--- config.mk ---
export PLATFORM = sky130hd
export DESIGN_NAME = cerr_top
export DESIGN_NICKNAME = d
export VERILOG_FILES = /design/src/cerr_pkg.sv /design/src/cerr_top.sv /design/src/cerr_abort.sv /design/src/cerr_emcy_pick.sv
export SDC_FILE = /design/constraint.sdc
export NUM_CORES = 1
export LEC_CHECK = 0
export BUFFER_PORTS_ARGS = -buffer_cell sky130_fd_sc_hd__clkbuf_2
export CELL_PAD_IN_SITES_DETAIL_PLACEMENT = 1
export CELL_PAD_IN_SITES_GLOBAL_PLACEMENT = 1
export CORE_MARGIN = 1
export CORE_UTILIZATION = 38
export DETAILED_ROUTE_END_ITERATION = 10
export PLACE_DENSITY_LB_ADDON = 0.1
export SLEW_MARGIN = 15
export SYNTH_ARGS = -nofsm -noshare
export SYNTH_HDL_FRONTEND = slang
export SYNTH_HIERARCHICAL = 1
export SYNTH_SLANG_ARGS = --single-unit
export TNS_END_PERCENT = 50
--- constraint.sdc ---
create_clock -name pclk -period 2.2 [get_ports pclk]
set_input_delay 0.44 -clock pclk [delete_from_list [all_inputs] [get_ports pclk]]
set_output_delay 0.44 -clock pclk [all_outputs]
set_load 0.01 [all_outputs]
--- src/cerr_pkg.sv ---
// Package for the error reporting block: constants, codes, carriers.
// Assumes a 50 MHz pclk and an APB master with 32-bit data.
// Functional notes
// - Send boot-up frame once after power-on
// - Emergency frame identifier is 80h plus node
// - Failed SDO answered with abort code
// - Functional error sets status word bit 14
// - Functional error sets error register bit 7
// - Detail and status readable at 204E subs
// - Bus emergency codes 8100 to 8150, sub 00
// - Application codes 82xx with listed subs
// - Controller link codes 83xx with listed subs
// - More than three read failures raise 8310/04
// - Access abort codes 0601000xh
// - Missing object or sub-index abort codes
// - Range and too-large value abort codes
// - Command, overflow and general abort codes
// - Storage request abort codes
// - Detail shown by SDO and in PDOs
package cerr_pkg;
  // Register byte offsets
  localparam logic [7:0] CERR_OFF_CTRL = 8'h00;
  localparam logic [7:0] CERR_OFF_EVENT = 8'h04;
  localparam logic [7:0] CERR_OFF_FAULT = 8'h08;
  localparam logic [7:0] CERR_OFF_STATUS = 8'h0C;
  localparam logic [7:0] CERR_OFF_ERRREG = 8'h10;
  localparam logic [7:0] CERR_OFF_DETAIL = 8'h14;
  localparam logic [7:0] CERR_OFF_SDOREQ = 8'h18;
  localparam logic [7:0] CERR_OFF_ABORT = 8'h1C;
  localparam logic [7:0] CERR_OFF_TXID = 8'h20;
  localparam logic [7:0] CERR_OFF_TXLO = 8'h24;
  localparam logic [7:0] CERR_OFF_TXHI = 8'h28;
  localparam logic [7:0] CERR_OFF_TXCTL = 8'h2C;
  localparam logic [7:0] CERR_OFF_PDO = 8'h30;
  // Field positions and reset values
  localparam int CERR_STAT_FUNC_BIT = 14;
  localparam int CERR_ERRREG_MFR_BIT = 7;
  localparam int CERR_CTRL_NODE_LSB = 0;
  localparam logic [6:0] CERR_NODE_RST = 7'h01;
  localparam logic [10:0] CERR_COB_EMCY = 11'h080;
  localparam logic [10:0] CERR_COB_BOOT = 11'h700;
  localparam logic [3:0] CERR_DLC_EMCY = 4'h8;
  localparam logic [3:0] CERR_DLC_BOOT = 4'h1;
  localparam logic [2:0] CERR_READ_FAIL_MAX = 3'h3;
  localparam logic [7:0] CERR_SUB_NONE = 8'h00;
  // Emergency event indices, one per code/sub pair
  localparam int CERR_NEV = 20;
  localparam logic [15:0] CERR_EV_CODE [CERR_NEV] = '{
    16'h8100, 16'h8110, 16'h8120, 16'h8130, 16'h8140, 16'h8150,
    16'h8210, 16'h8220, 16'h8220, 16'h8220, 16'h8230, 16'h8301,
    16'h8310, 16'h8310, 16'h8310, 16'h8310, 16'h8310,
    16'h8320, 16'h8320, 16'h8320};
  localparam logic [7:0] CERR_EV_SUB [CERR_NEV] = '{
    8'h00, 8'h00, 8'h00, 8'h00, 8'h00, 8'h00,
    8'h01, 8'h01, 8'h02, 8'h03, 8'h01, 8'h01,
    8'h01, 8'h02, 8'h03, 8'h04, 8'h05,
    8'h01, 8'h02, 8'h03};
  localparam int CERR_EV_READ_FAIL = 15;
  // SDO abort causes and codes
  typedef enum logic [3:0] {
    CERR_AB_CMD = 4'h0, CERR_AB_ACCESS = 4'h1, CERR_AB_RD_WO = 4'h2,
    CERR_AB_WR_RO = 4'h3, CERR_AB_NO_OBJ = 4'h4, CERR_AB_OVERLOAD = 4'h5,
    CERR_AB_NO_SUB = 4'h6, CERR_AB_RANGE = 4'h7, CERR_AB_TOO_BIG = 4'h8,
    CERR_AB_GENERAL = 4'h9, CERR_AB_SIGN = 4'hA, CERR_AB_NO_STORE = 4'hB,
    CERR_AB_NO_DATA = 4'hC
  } cerr_abort_t;
  localparam logic [31:0] CERR_ABORT_CODE [13] = '{
    32'h05040001, 32'h06010000, 32'h06010001, 32'h06010002,
    32'h06020000, 32'h06060000, 32'h06090011, 32'h06090030,
    32'h06090031, 32'h08000000, 32'h08000020, 32'h08000021,
    32'h08000024};
  // Frame handed to the CAN controller
  typedef struct packed {
    logic [10:0] cob_id;
    logic [3:0] dlc;
    logic [63:0] data;
  } cerr_frame_t;
  // APB request carrier
  typedef struct packed {
    logic sel;
    logic enable;
    logic write;
    logic [7:0] addr;
    logic [31:0] wdata;
  } cerr_apb_t;
endpackage

--- src/cerr_top.sv ---
// Error reporting core: boot-up, emergency frames, status, SDO aborts.
// Assumes an APB master and a CAN controller taking frames by valid/ready.
//
// The placing of the registers and register access over APB were left to the implementer.
`timescale 1ns/100ps
module cerr_top
  import cerr_pkg::*;
(
  // Clock and reset
  input wire logic pclk,
  input wire logic presetn,
  // APB slave
  input wire logic psel,
  input wire logic penable,
  input wire logic pwrite,
  input wire logic [7:0] paddr,
  input wire logic [31:0] pwdata,
  output logic [31:0] prdata,
  output logic pready,
  output logic pslverr,
  // Frames to the CAN controller
  output cerr_pkg::cerr_frame_t tx_frame,
  output logic tx_valid,
  input wire logic tx_ready,
  // Hardware event strobes, one per emergency code/sub pair
  input wire logic [cerr_pkg::CERR_NEV-1:0] ev_strobe,
  // Internal controller read result strobes
  input wire logic rd_fail,
  input wire logic rd_ok,
  // Status word and error register as sent in PDOs
  output logic [15:0] pdo_status,
  output logic [15:0] pdo_detail,
  output logic [7:0] err_register
);
  typedef enum logic [1:0] {
    CERR_S_BOOT = 2'b00, CERR_S_IDLE = 2'b01, CERR_S_SEND = 2'b11
  } cerr_state_t;

  cerr_state_t state_r, state_nxt;
  cerr_frame_t frame_r, frame_nxt;
  logic valid_r, valid_nxt;
  logic [CERR_NEV-1:0] pend_r, pend_nxt;
  logic [6:0] node_r, node_nxt;
  logic [15:0] status_r, status_nxt;
  logic [15:0] detail_r, detail_nxt;
  logic [7:0] errreg_r, errreg_nxt;
  logic [2:0] fails_r, fails_nxt;
  logic [3:0] cause_r, cause_nxt;
  logic [31:0] prdata_r, prdata_nxt;
  logic pready_r, pready_nxt;
  logic pslverr_r, pslverr_nxt;
  logic abort_req;
  logic [31:0] abort_code;
  logic abort_valid;
  logic [31:0] abort_held_r, abort_held_nxt;
  logic pick_found;
  logic [4:0] pick_index;
  logic [4:0] sent_index_r, sent_index_nxt;
  logic [CERR_NEV-1:0] ev_all;
  logic func_err;
  logic wr_acc, rd_acc, setup;

  // Access phase of an APB transfer, answered one cycle after setup
  assign setup = psel && !penable;
  assign wr_acc = psel && penable && pwrite && pready_r;
  assign rd_acc = psel && penable && !pwrite && pready_r;
  assign abort_req = wr_acc && paddr == CERR_OFF_SDOREQ;

  // Read failure counter raises its own event past the limit
  // Count saturates at the limit, so each further fail raises it again
  always_comb begin
    fails_nxt = fails_r;
    ev_all = ev_strobe;
    if (rd_ok) begin
      fails_nxt = 3'h0;
    end else if (rd_fail) begin
      if (fails_r == CERR_READ_FAIL_MAX) begin
        ev_all[CERR_EV_READ_FAIL] = 1'b1;
      end else begin
        fails_nxt = fails_r + 3'h1;
      end
    end
  end

  cerr_emcy_pick #(.NEV(CERR_NEV)) u_pick (
    .pending(pend_r),
    .found(pick_found),
    .index(pick_index)
  );

  cerr_abort u_abort (
    .pclk(pclk),
    .presetn(presetn),
    .req(abort_req),
    .cause(pwdata[3:0]),
    .code(abort_code),
    .valid(abort_valid)
  );

  // Frame sequencer: boot-up first, then pending emergencies
  always_comb begin
    state_nxt = state_r;
    frame_nxt = frame_r;
    valid_nxt = valid_r;
    sent_index_nxt = sent_index_r;
    pend_nxt = pend_r | ev_all; // New events win over the clear below
    unique case (state_r)
      CERR_S_BOOT: begin
        if (!valid_r) begin
          frame_nxt.cob_id = CERR_COB_BOOT + 11'(node_r);
          frame_nxt.dlc = CERR_DLC_BOOT;
          frame_nxt.data = 64'h0000000000000000;
          valid_nxt = 1'b1;
        end else if (tx_ready) begin
          valid_nxt = 1'b0;
          state_nxt = CERR_S_IDLE;
        end
      end
      CERR_S_IDLE: begin
        if (pick_found) begin
          frame_nxt.cob_id = CERR_COB_EMCY + 11'(node_r);
          frame_nxt.dlc = CERR_DLC_EMCY;
          // Little-endian code, register, four unused bytes, sub code
          frame_nxt.data = {CERR_EV_SUB[pick_index], 32'h00000000, errreg_r,
                            CERR_EV_CODE[pick_index][15:8],
                            CERR_EV_CODE[pick_index][7:0]};
          valid_nxt = 1'b1;
          sent_index_nxt = pick_index;
          state_nxt = CERR_S_SEND;
        end
      end
      CERR_S_SEND: begin
        if (tx_ready) begin
          valid_nxt = 1'b0;
          state_nxt = CERR_S_IDLE;
          if (!ev_all[sent_index_r]) begin
            pend_nxt[sent_index_r] = 1'b0;
          end
        end
      end
      // Unused code 2'b10 falls back to idle, dropping any half frame
      default: begin
        valid_nxt = 1'b0;
        state_nxt = CERR_S_IDLE;
      end
    endcase
  end

  // Node identifier from control register, zero kept out
  // A zero write would leave the node unreachable, so it is dropped
  always_comb begin
    node_nxt = node_r;
    if (wr_acc && paddr == CERR_OFF_CTRL && pwdata[CERR_CTRL_NODE_LSB +: 7] != 7'h00) begin
      node_nxt = pwdata[CERR_CTRL_NODE_LSB +: 7];
    end
  end

  // Functional error: nonzero detail code written by firmware
  always_comb begin
    detail_nxt = detail_r;
    if (wr_acc && paddr == CERR_OFF_FAULT) begin
      detail_nxt = pwdata[15:0];
    end
    func_err = detail_nxt != 16'h0000;
    status_nxt = status_r;
    if (wr_acc && paddr == CERR_OFF_STATUS) begin
      status_nxt = pwdata[15:0];
    end
    status_nxt[CERR_STAT_FUNC_BIT] = func_err;
    errreg_nxt = errreg_r;
    if (wr_acc && paddr == CERR_OFF_ERRREG) begin
      errreg_nxt = pwdata[7:0];
    end
    errreg_nxt[CERR_ERRREG_MFR_BIT] = func_err;
  end

  // Abort code held for software to place in the SDO reply
  // Held until the next request, since software reads it later
  always_comb begin
    abort_held_nxt = abort_held_r;
    if (abort_valid) begin
      abort_held_nxt = abort_code;
    end
  end

  // APB read mux, no wait states
  // Decoding in setup keeps prdata a flop that stands with pready
  always_comb begin
    pready_nxt = setup;
    pslverr_nxt = 1'b0;
    prdata_nxt = 32'h00000000;
    if (setup) begin
      unique case (paddr)
        CERR_OFF_CTRL: prdata_nxt = {25'h0000000, node_r};
        CERR_OFF_EVENT: prdata_nxt = {12'h000, pend_r};
        CERR_OFF_FAULT: prdata_nxt = {16'h0000, detail_r};
        CERR_OFF_STATUS: prdata_nxt = {16'h0000, status_r};
        CERR_OFF_ERRREG: prdata_nxt = {24'h000000, errreg_r};
        CERR_OFF_DETAIL: prdata_nxt = {27'h0000000, fails_r, state_r};
        CERR_OFF_SDOREQ: prdata_nxt = {28'h0000000, cause_r};
        CERR_OFF_ABORT: prdata_nxt = abort_held_r;
        CERR_OFF_TXID: prdata_nxt = {17'h00000, frame_r.cob_id, frame_r.dlc};
        CERR_OFF_TXLO: prdata_nxt = frame_r.data[31:0];
        CERR_OFF_TXHI: prdata_nxt = frame_r.data[63:32];
        CERR_OFF_TXCTL: prdata_nxt = {31'h00000000, valid_r};
        CERR_OFF_PDO: prdata_nxt = {detail_r, status_r};
        default: pslverr_nxt = 1'b1;
      endcase
    end
    cause_nxt = abort_req ? pwdata[3:0] : cause_r;
  end

  always_ff @(posedge pclk or negedge presetn) begin
    if (!presetn) begin
      state_r <= CERR_S_BOOT;
      frame_r <= '0;
      valid_r <= 1'b0;
      sent_index_r <= 5'h00;
      pend_r <= '0;
      node_r <= CERR_NODE_RST;
      status_r <= 16'h0000;
      detail_r <= 16'h0000;
      errreg_r <= 8'h00;
      fails_r <= 3'h0;
      cause_r <= 4'h0;
      abort_held_r <= 32'h00000000;
      prdata_r <= 32'h00000000;
      pready_r <= 1'b0;
      pslverr_r <= 1'b0;
    end else begin
      state_r <= state_nxt;
      frame_r <= frame_nxt;
      valid_r <= valid_nxt;
      sent_index_r <= sent_index_nxt;
      pend_r <= pend_nxt;
      node_r <= node_nxt;
      status_r <= status_nxt;
      detail_r <= detail_nxt;
      errreg_r <= errreg_nxt;
      fails_r <= fails_nxt;
      cause_r <= cause_nxt;
      abort_held_r <= abort_held_nxt;
      prdata_r <= prdata_nxt;
      pready_r <= pready_nxt;
      pslverr_r <= pslverr_nxt;
    end
  end

  // Outputs straight from flip-flops
  assign prdata = prdata_r;
  assign pready = pready_r;
  assign pslverr = pslverr_r;
  assign tx_frame = frame_r;
  assign tx_valid = valid_r;
  assign pdo_status = status_r;
  assign pdo_detail = detail_r;
  assign err_register = errreg_r;

  // Boot-up and emergency frame checks
  a_boot_first: assert property (@(posedge pclk) disable iff (!presetn)
    $rose(tx_valid) && state_r == CERR_S_BOOT |-> tx_frame.cob_id[10:7] == 4'hE)
    else $error("boot frame id wrong");
  a_boot_once: assert property (@(posedge pclk) disable iff (!presetn)
    state_r != CERR_S_BOOT |=> state_r != CERR_S_BOOT)
    else $error("boot state entered again");
  a_frame_held: assert property (@(posedge pclk) disable iff (!presetn)
    tx_valid && !tx_ready |=> tx_valid && $stable(tx_frame))
    else $error("frame dropped or changed while waiting");
  a_emcy_id: assert property (@(posedge pclk) disable iff (!presetn)
    tx_valid && state_r == CERR_S_SEND |-> tx_frame.cob_id == 11'h080 + 11'(node_r))
    else $error("emergency id wrong");
  a_emcy_len: assert property (@(posedge pclk) disable iff (!presetn)
    tx_valid && state_r == CERR_S_SEND |-> tx_frame.dlc == 4'h8 &&
    tx_frame.data[55:24] == 32'h0 && tx_frame.data[23:16] == errreg_r)
    else $error("emergency layout wrong");
  a_emcy_code: assert property (@(posedge pclk) disable iff (!presetn)
    tx_valid && state_r == CERR_S_SEND |->
    tx_frame.data[15:0] == CERR_EV_CODE[sent_index_r] &&
    tx_frame.data[63:56] == CERR_EV_SUB[sent_index_r])
    else $error("emergency code or sub code wrong");
  a_pend_clear: assert property (@(posedge pclk) disable iff (!presetn)
    state_r == CERR_S_SEND && tx_ready && !ev_all[sent_index_r] |=> !pend_r[sent_index_r])
    else $error("sent event still pending");
  a_event_kept: assert property (@(posedge pclk) disable iff (!presetn)
    ev_strobe[0] |=> pend_r[0]) else $error("event lost");

  // Status, counter, node, register bus and abort code checks
  a_status_bit: assert property (@(posedge pclk) disable iff (!presetn)
    pdo_status[14] == (pdo_detail != 16'h0000)) else $error("status bit 14 wrong");
  a_errreg_bit: assert property (@(posedge pclk) disable iff (!presetn)
    err_register[7] == pdo_status[14]) else $error("error register bit 7 wrong");
  a_fail_limit: assert property (@(posedge pclk) disable iff (!presetn)
    rd_fail && !rd_ok && fails_r == 3'h3 |=> pend_r[15]) else $error("8310/04 missed");
  a_count_clear: assert property (@(posedge pclk) disable iff (!presetn)
    rd_ok |=> fails_r == 3'h0) else $error("fail count not cleared");
  a_node_legal: assert property (@(posedge pclk) disable iff (!presetn)
    node_r != 7'h00) else $error("node identifier zero");
  a_apb_wait: assert property (@(posedge pclk) disable iff (!presetn)
    psel && !penable |=> pready) else $error("read answer late");
  a_abort_start: assert property (@(posedge pclk) disable iff (!presetn)
    abort_req |=> abort_valid) else $error("abort lookup not started");
  a_abort_seen: assert property (@(posedge pclk) disable iff (!presetn)
    abort_req && pwdata[3:0] == 4'h4 |=> ##1 abort_held_r == 32'h06020000)
    else $error("abort code wrong");
endmodule // cerr_top

--- src/cerr_abort.sv ---
// SDO abort code lookup: turns a cause into its 32-bit code.
// Assumes the cause is held stable while the request strobe is high.
`timescale 1ns/100ps
module cerr_abort
  import cerr_pkg::*;
(
  // Clock and reset
  input wire logic pclk,
  input wire logic presetn,
  // Request
  input wire logic req,
  input wire logic [3:0] cause,
  // Result
  output logic [31:0] code,
  output logic valid
);
  logic [31:0] code_r, code_nxt;
  logic valid_r, valid_nxt;

  // Unknown causes fall back to the general error code
  always_comb begin
    code_nxt = code_r;
    valid_nxt = req;
    if (req) begin
      if (cause <= 4'hC) begin
        code_nxt = CERR_ABORT_CODE[cause];
      end else begin
        code_nxt = CERR_ABORT_CODE[CERR_AB_GENERAL];
      end
    end
  end

  always_ff @(posedge pclk or negedge presetn) begin
    if (!presetn) begin
      code_r <= 32'h00000000;
      valid_r <= 1'b0;
    end else begin
      code_r <= code_nxt;
      valid_r <= valid_nxt;
    end
  end

  assign code = code_r;
  assign valid = valid_r;

  a_abort_general: assert property (@(posedge pclk) disable iff (!presetn)
    req && cause > 4'hC |=> code == 32'h08000000) else $error("bad fallback");
  a_abort_wo: assert property (@(posedge pclk) disable iff (!presetn)
    req && cause == 4'h2 |=> valid && code == 32'h06010001) else $error("bad wo");
endmodule // cerr_abort

--- src/cerr_emcy_pick.sv ---
// Priority picker: lowest pending event index wins the next frame.
// Assumes pending bits are sticky and cleared by the caller.
`timescale 1ns/100ps
module cerr_emcy_pick
  import cerr_pkg::*;
#(
  parameter int NEV = CERR_NEV
)
(
  // Pending events
  input wire logic [NEV-1:0] pending,
  // Choice
  output logic found,
  output logic [4:0] index
);
  // Five index bits serve at most 32 events
  if (NEV > 32 || NEV < 1) begin : g_nev_check
    $error("NEV out of range");
  end

  // Scan high to low so the lowest index is left standing
  always_comb begin
    found = 1'b0;
    index = 5'h00;
    for (int i = NEV - 1; i >= 0; i--) begin
      if (pending[i]) begin
        found = 1'b1;
        index = 5'(i);
      end
    end
  end
endmodule // cerr_emcy_pick

# Word-level counts from Yosys, hierarchy flattened
# Memory sizes are Yosys's and may differ from the RTL's.
# Cells that the tools add are included.
[word_totals]
ff_bits = 259
memories = 3
mem_bits_ro = 1280
in_bits = 68
[op_classes]
mux = 77
add_sub_neg = 3
n_lt_le_gt_ge = 5
reduce_logical = 24
n_eq_ne = 20
bitwise_logic = 5
[memory_table]
columns = ["name", "words", "width", "rd", "rd_ports_with_merged_regs", "write_ports", "line_no", "rtl"]
rows = [
  ["(name not given)", 16, 32, 1, 0, 0, "cerr_abort.sv:26", "code_nxt = CERR_ABORT_CODE[cause];"],
  ["(name not given)", 32, 16, 1, 0, 0, "cerr_top.sv:126", "CERR_EV_CODE[pick_index][7:0]};"],
  ["(name not given)", 32, 8, 1, 0, 0, "cerr_top.sv:124", "frame_nxt.data = {CERR_EV_SUB[pick_index], 32'h00000000, errreg_r,"],
]
[op_table]
columns = ["op", "count"]
rows = [
  ["32-bit one-hot mux with 13 select lines", 1],
  ["79-bit 2-to-1 mux", 2],
  ["79-bit one-hot mux with 2 select lines", 1],
  ["32-bit 2-to-1 mux", 4],
  ["5-bit 2-to-1 mux", 20],
  ["20-bit 2-to-1 mux", 3],
  ["16-bit 2-to-1 mux", 3],
  ["8-bit by 6-bit == test with 1-bit output, second input constant", 5],
  ["8-bit by 5-bit == test with 1-bit output, second input constant", 4],
  ["1-bit 2-to-1 mux", 31],
  ["20-bit bitwise AND", 1],
  ["20-bit inverter", 1],
  ["20-bit OR", 1],
  ["8-bit by 4-bit == test with 1-bit output, second input constant", 2],
  ["8-bit 2-to-1 mux", 2],
  ["16-bit nonzero test", 1],
  ["13-bit OR reduction", 1],
  ["1-bit logical AND", 11],
  ["9-bit by 8-bit adder with 10-bit output, first input constant", 1],
  ["2-bit inequality test, second input constant", 5],
  ["8-bit by 7-bit adder with 9-bit output, first input constant", 1],
  ["3-bit 2-to-1 mux", 3],
  ["8-bit by 3-bit == test with 1-bit output, second input constant", 1],
  ["8-bit logical NOT", 1],
  ["22 further kinds", 28],
]

# Depth between registers and ports, before layout
[logic_depth]
word_depth = 26
depth_mapped = 10
ltp_nobuf = 10

# Modules after synthesis
# The synthesis kept the hierarchy.
[modules_own_cells]
columns = ["mod", "cells_each", "seq_area_each_um2", "area_per_inst_um2", "instances"]
rows = [
  ["cerr_top", 744, 4330.4, 8401.8, 1],
  ["cerr_abort", 90, 325.3, 828.3, 1],
  ["cerr_emcy_pick", 39, 0.0, 231.5, 1],
]

# Least setup slack after synthesis
# No wires, ideal clock.
[synth_path]
path_kind = "reg-to-reg"
startpoint = "register pend_r[16]"
endpoint = "register frame_r (netlist bit tx_frame[4])"
path_stages_with_launch = 10
slack_ns = -0.242
n_path_buf = 0
arrival_time_ns = 2.321
period_less_slack_ns = 2.442
path_cell_list = "dfrtp_1 -> o311ai_2 -> o311ai_1 -> a2111oi_2 -> inv_1 -> ha_1 -> o21ai_0 -> o21a_1 -> o21ai_0 -> a22o_1"
[synth_between]
elab_chain_len = 23
elab_cells_between_ends = 42
classes_between = "eq/ne (1); mux (38); bitwise (1); reduce/logical (1); memory (1)"
[synth_rtl]
columns = ["item", "line_no", "rtl"]
rows = [
  ["from (decl)", "cerr_top.sv:42", "logic [CERR_NEV-1:0] pend_r, pend_nxt;"],
  ["from (signal assigned)", "cerr_top.sv:235", "pend_r <= pend_nxt;"],
  ["5-bit 2-to-1 mux (17 in a row)", "cerr_emcy_pick.sv:26", "if (pending[i]) begin"],
  ["net pick_index[1]", "cerr_top.sv:57", "logic [4:0] pick_index;"],
  ["5-bit inverter with 6-bit output (not written as such)", "cerr_top.sv:126", ""],
  ["memory 32 x 16 bit", "--", ""],
  ["16-bit 2-to-1 mux (not written as such) (2 in a row)", "cerr_top.sv:126", ""],
  ["79-bit 2-to-1 mux", "cerr_top.sv:120", "if (pick_found) begin"],
  ["79-bit one-hot mux with 2 select lines", "cerr_top.sv:107", "unique case (state_r)"],
  ["to (signal assigned)", "cerr_top.sv:232", "frame_r <= frame_nxt;"],
  ["to (decl)", "cerr_top.sv:40", "cerr_frame_t frame_r, frame_nxt;"],
]
# The timed path passes the listed nets, and every way through them passes these cells. The select of a mux whose other input is x is not followed.
# A chain may end at the register's enable or synchronous reset.

# Worst setup path in the final report
[layout_path]
startpoint = "register pend_r[18]"
endpoint = "register frame_r (netlist bit tx_frame[57])"
[layout_between]
elab_chain_len = 25
elab_cells_between_ends = 46
classes_between = "eq/ne (1); mux (42); bitwise (1); reduce/logical (1); memory (1)"
[layout_rtl]
columns = ["item", "line_no"]
rows = [
  ["5-bit 2-to-1 mux (19 in a row)", "cerr_emcy_pick.sv:26"],
  ["net pick_index[0]", "cerr_top.sv:57"],
  ["5-bit inverter with 6-bit output (not written as such)", "cerr_top.sv:124"],
  ["memory 32 x 8 bit", "--"],
  ["8-bit 2-to-1 mux (not written as such) (2 in a row)", "cerr_top.sv:124"],
  ["79-bit 2-to-1 mux", "cerr_top.sv:120"],
  ["79-bit one-hot mux with 2 select lines", "cerr_top.sv:107"],
]
# The timed path passes the listed nets, and every way through them passes these cells. The select of a mux whose other input is x is not followed.

==> out/results.ini <==
[run_status]
status=finished, violations left
violations=negative setup slack

[floorplan]
row_count=57
design.die.area_mm2=0.0255
starting_density_of_the_core_pct=38.8
die_width_um=160
ioPinCount=222
dieHeight_um=160
core-area_mm2=0.0244

[logic_synthesis]
yosysWarningCount=6
syn_area_mm2=0.00946
synth.lib_cells_used.distinct=71
ys_top_cells_by_area=sky130_fd_sc_hd__dfrtp_1 49%, sky130_fd_sc_hd__mux2_2 11%, sky130_fd_sc_hd__buf_4 6.3%
avgSynthCellArea_um2=10.8
synth_flop_cell=sky130_fd_sc_hd__dfrtp_1
asyncSetResetFlopFracSynth_pct=100
syn-instance-count=873
post-synth-top-count-cell=sky130_fd_sc_hd__dfrtp_1
synth.cells.most_frequent=185 x sky130_fd_sc_hd__dfrtp_1, 93 x sky130_fd_sc_hd__mux2_2, 79 x sky130_fd_sc_hd__buf_4
synth.yosys.seq_area_share_pct=49.2
synthDominantCellAreaShare_pct=48.9
postSynthRegisterBits=186
post_synth_edffs=0
synth_top_area_cell=sky130_fd_sc_hd__dfrtp_1

[timing]
final_max_slew_viol_count=0
fmax_mhz=423
unrepaired_setup_endpoints_after_global_routing=yes
final_hold_violating_endpoints=0
timing.final.crit_period_ns=2.37
tightest_slew_ns=0.695
fin_crit_sh_pct=108
timing.clock.skew_ns=0.0136
layout_setup_ws_ns=-0.166
relative_max_transition_margin_pct=53.3
holdWs_ns=0.184
setup-violations-final=14

[grt]
grt_pass1_vias=7664
initial_antenna_violation_count=0
grt_overflow_total=0
global_route.usage.total_pct=24.8
grt_max_degree=56
wire_length_of_the_first_global_routing_pass_um=47700

[worst_setup_path]
required_ns=2.52
worstReg2RegStart=pend_r[18]
reg2regPathDepth=11
reg2reg_to=tx_frame[57]
timing.critical_path.arrival_ns=2.68
critical_path.max_fanout=3
worst_setup_path_start_kind=register
crit_type=register to register
setup.worst_path.end_class=register
r2r_setup_slack_ns=-0.17

[route]
drt_iter0_drc=434
detailed_route_via_count=7695
detail_route.wl_per_cell_um=21.6
avgViaCountPerCell=5.28
drc_errors=0
drt.antenna.violating_nets=0
drt-total-wl_um=31400
drt_first_pass_iters=5

[hold_path]
timing.hold.worst.class=primary input to register
min_from=ev_strobe[1]
worstHoldPathCells=2
timing.hold.worst_endpoint=pend_r[1]

[pwr]
cellPowerDensity_mw_per_mm2=694
vdd_drop_max_uv=438
design_power_total_mw=8.32
cellLeakagePower_nw=5.71

[placed_design]
dpl.hpwl_um=23600
gp_congestion=0.863
placement.io_buffers=157
numPlacedInstances=1411

[final_layout]
flow.area_growth_from_synthesis_pct=26.6
finalNonFillerCells=1457
number_of_diodes=0
design.final.nets=1202
area_taken_by_multi_input_logic_gates_mm2=0.00440
final_layout_size_suffix_gt1_share_pct=39.2
final.fill_count=2757
ff_latch_area_mm2=0.00466

[clock_tree]
numCtsBuffers=17
ctsLongestPathBuffers=2
tritoncts_clock_tree=yes
clkLatencyLatePin_ns=0.44
h-tree-depth=4
clock-sinks=186
clockRootBuffer=sky130_fd_sc_hd__clkbuf_16
clk_pin_slew_worst_paths_ns=0.08

[flow_run]
timing.max_cap.violations=0

==> worst max-delay path: stages, from the launching register on <==
cell	delay, ns
sky130_fd_sc_hd__dfrtp_1	0.40
sky130_fd_sc_hd__buf_4	0.15
sky130_fd_sc_hd__nand2b_1	0.13
sky130_fd_sc_hd__a221oi_1	0.28
sky130_fd_sc_hd__nor4_1	0.09
sky130_fd_sc_hd__o2bb2ai_1	0.28
sky130_fd_sc_hd__inv_2	0.11
sky130_fd_sc_hd__ha_4	0.26
sky130_fd_sc_hd__a21oi_1	0.18
sky130_fd_sc_hd__nor3b_2	0.07
sky130_fd_sc_hd__a21oi_1	0.18
sky130_fd_sc_hd__o21ai_1	0.09
==> layout make-up <==
cell class	instances	area share (%)
clock buffers	19	3.78
clock inverters	13	1.28
well taps	324	3.38
repair buffers	275	15.2
flip-flops and latches	186	38.9
inverters	23	0.762
multi-input cells	617	36.7
==> worst max path at each step <==
stage | startpoint | end | slack [ns] | cells past startpoint
2_1_floorplan | pend_r[16] | tx_frame[4] | -0.12 | 9
3_3_place_gp | pend_r[16] | tx_frame[4] | -0.11 | 9
3_5_place_dp | pend_r[16] | tx_frame[4] | -0.20 | 9
4_1_cts | pend_r[19] | tx_frame[56] | -0.16 | 11
5_1_grt | pend_r[16] | tx_frame[5] | -0.27 | 10
6_report | pend_r[18] | tx_frame[57] | -0.17 | 11
==> registers in the layout, indices dropped and copies added, names as in the netlist, 7 cells and up <==
register and flops:
err_register 7, pdo_status 16, pend_r 20, pdo_detail 16
u_abort/code 12, node_r 7, abort_held_r 32, tx_frame 26
prdata 32
==> per-stage QoR <==
step | utilization (%) | cell area (µm²) | worst slack, ns | setup TNS, ns
after floorplan | - | 9740 | -0.125 | -0.125
after global placement | 45.4 | 11100 | -0.112 | -0.828
after detailed placement | 45.4 | 11100 | -0.197 | -1.50
after CTS | 48.6 | 11900 | -0.157 | -0.577
after global routing | 49.1 | 12000 | -0.273 | -3.44
final | 49.1 | 12000 | -0.166 | -0.852
==> layout by cell type, fill, tap and decap left out, drive strengths merged, types with 3 or more instances in the layout <==
master / Yosys / layout
a22oi: 32 / 32
a31oi: 14 / 14
dfrtp: 185 / 185
mux2: 94 / 94
o211ai: 3 / 3
nor3: 12 / 12
a21o: 3 / 3
o21ai: 30 / 30
o22a: 5 / 5
nor2b: 10 / 10
nand3b: 8 / 8
nand2: 61 / 61
nor4b: 4 / 4
buf: 97 / 117
mux2i: 18 / 18
a221oi: 9 / 9
nand4: 4 / 4
clkinv: 0 / 5
nor3b: 4 / 4
clkbuf: 15 / 176
nand2b: 17 / 17
nor2: 71 / 71
a22o: 13 / 13
or3: 5 / 5
a21oi: 47 / 47
nor4: 17 / 17
inv: 23 / 29
a211oi: 5 / 5
o22ai: 6 / 6
conb: 2 / 67
ha: 14 / 14
nand3: 15 / 15
==> layer usage <==
layer / wire length, µm / up-vias / GRT usage (%)
li1: - / 3516 / -
met1: 14300 / 3903 / 34.8
met2: 15200 / 239 / 40.1
met3: 1250 / 37 / 3.09
met4: 656 / 0 / 7.84
met5: 0 / - / 0
==> timing repair <==
item                                   in CTS  in global routing
pin swaps                                  13                 18
endpoints found under the hold margin      28                  0
setup endpoints to repair                  14                 28
buffers inserted                            8                  6
resized for setup                          22                 23
hold buffers                                1                  0
==> report_power, final <==
group          internal, mW  total (mW)  switching (mW)  leakage (nW)
logic                 0.593        1.48           0.885          2.98
clock network          1.68        3.17            1.49         0.295
registers              3.51        3.68           0.164          2.44
total                  5.78        8.32            2.54          5.71
==> kinds of logic after synthesis <==
logic type / count (synthesis) / share of synthesized area, %
AO/OA/AOI/OAI: 184 / 13.0
multiplexers: 114 / 13.6
other: 2 / 0.0794
adder cells (fa/ha/maj): 14 / 1.85
flip-flops: 186 / 49.2
AND/OR/NAND/NOR: 237 / 13.4
XOR/XNOR: 1 / 0.0926
buffers and inverters: 135 / 8.81
Power figures use the tool's default switching activity.
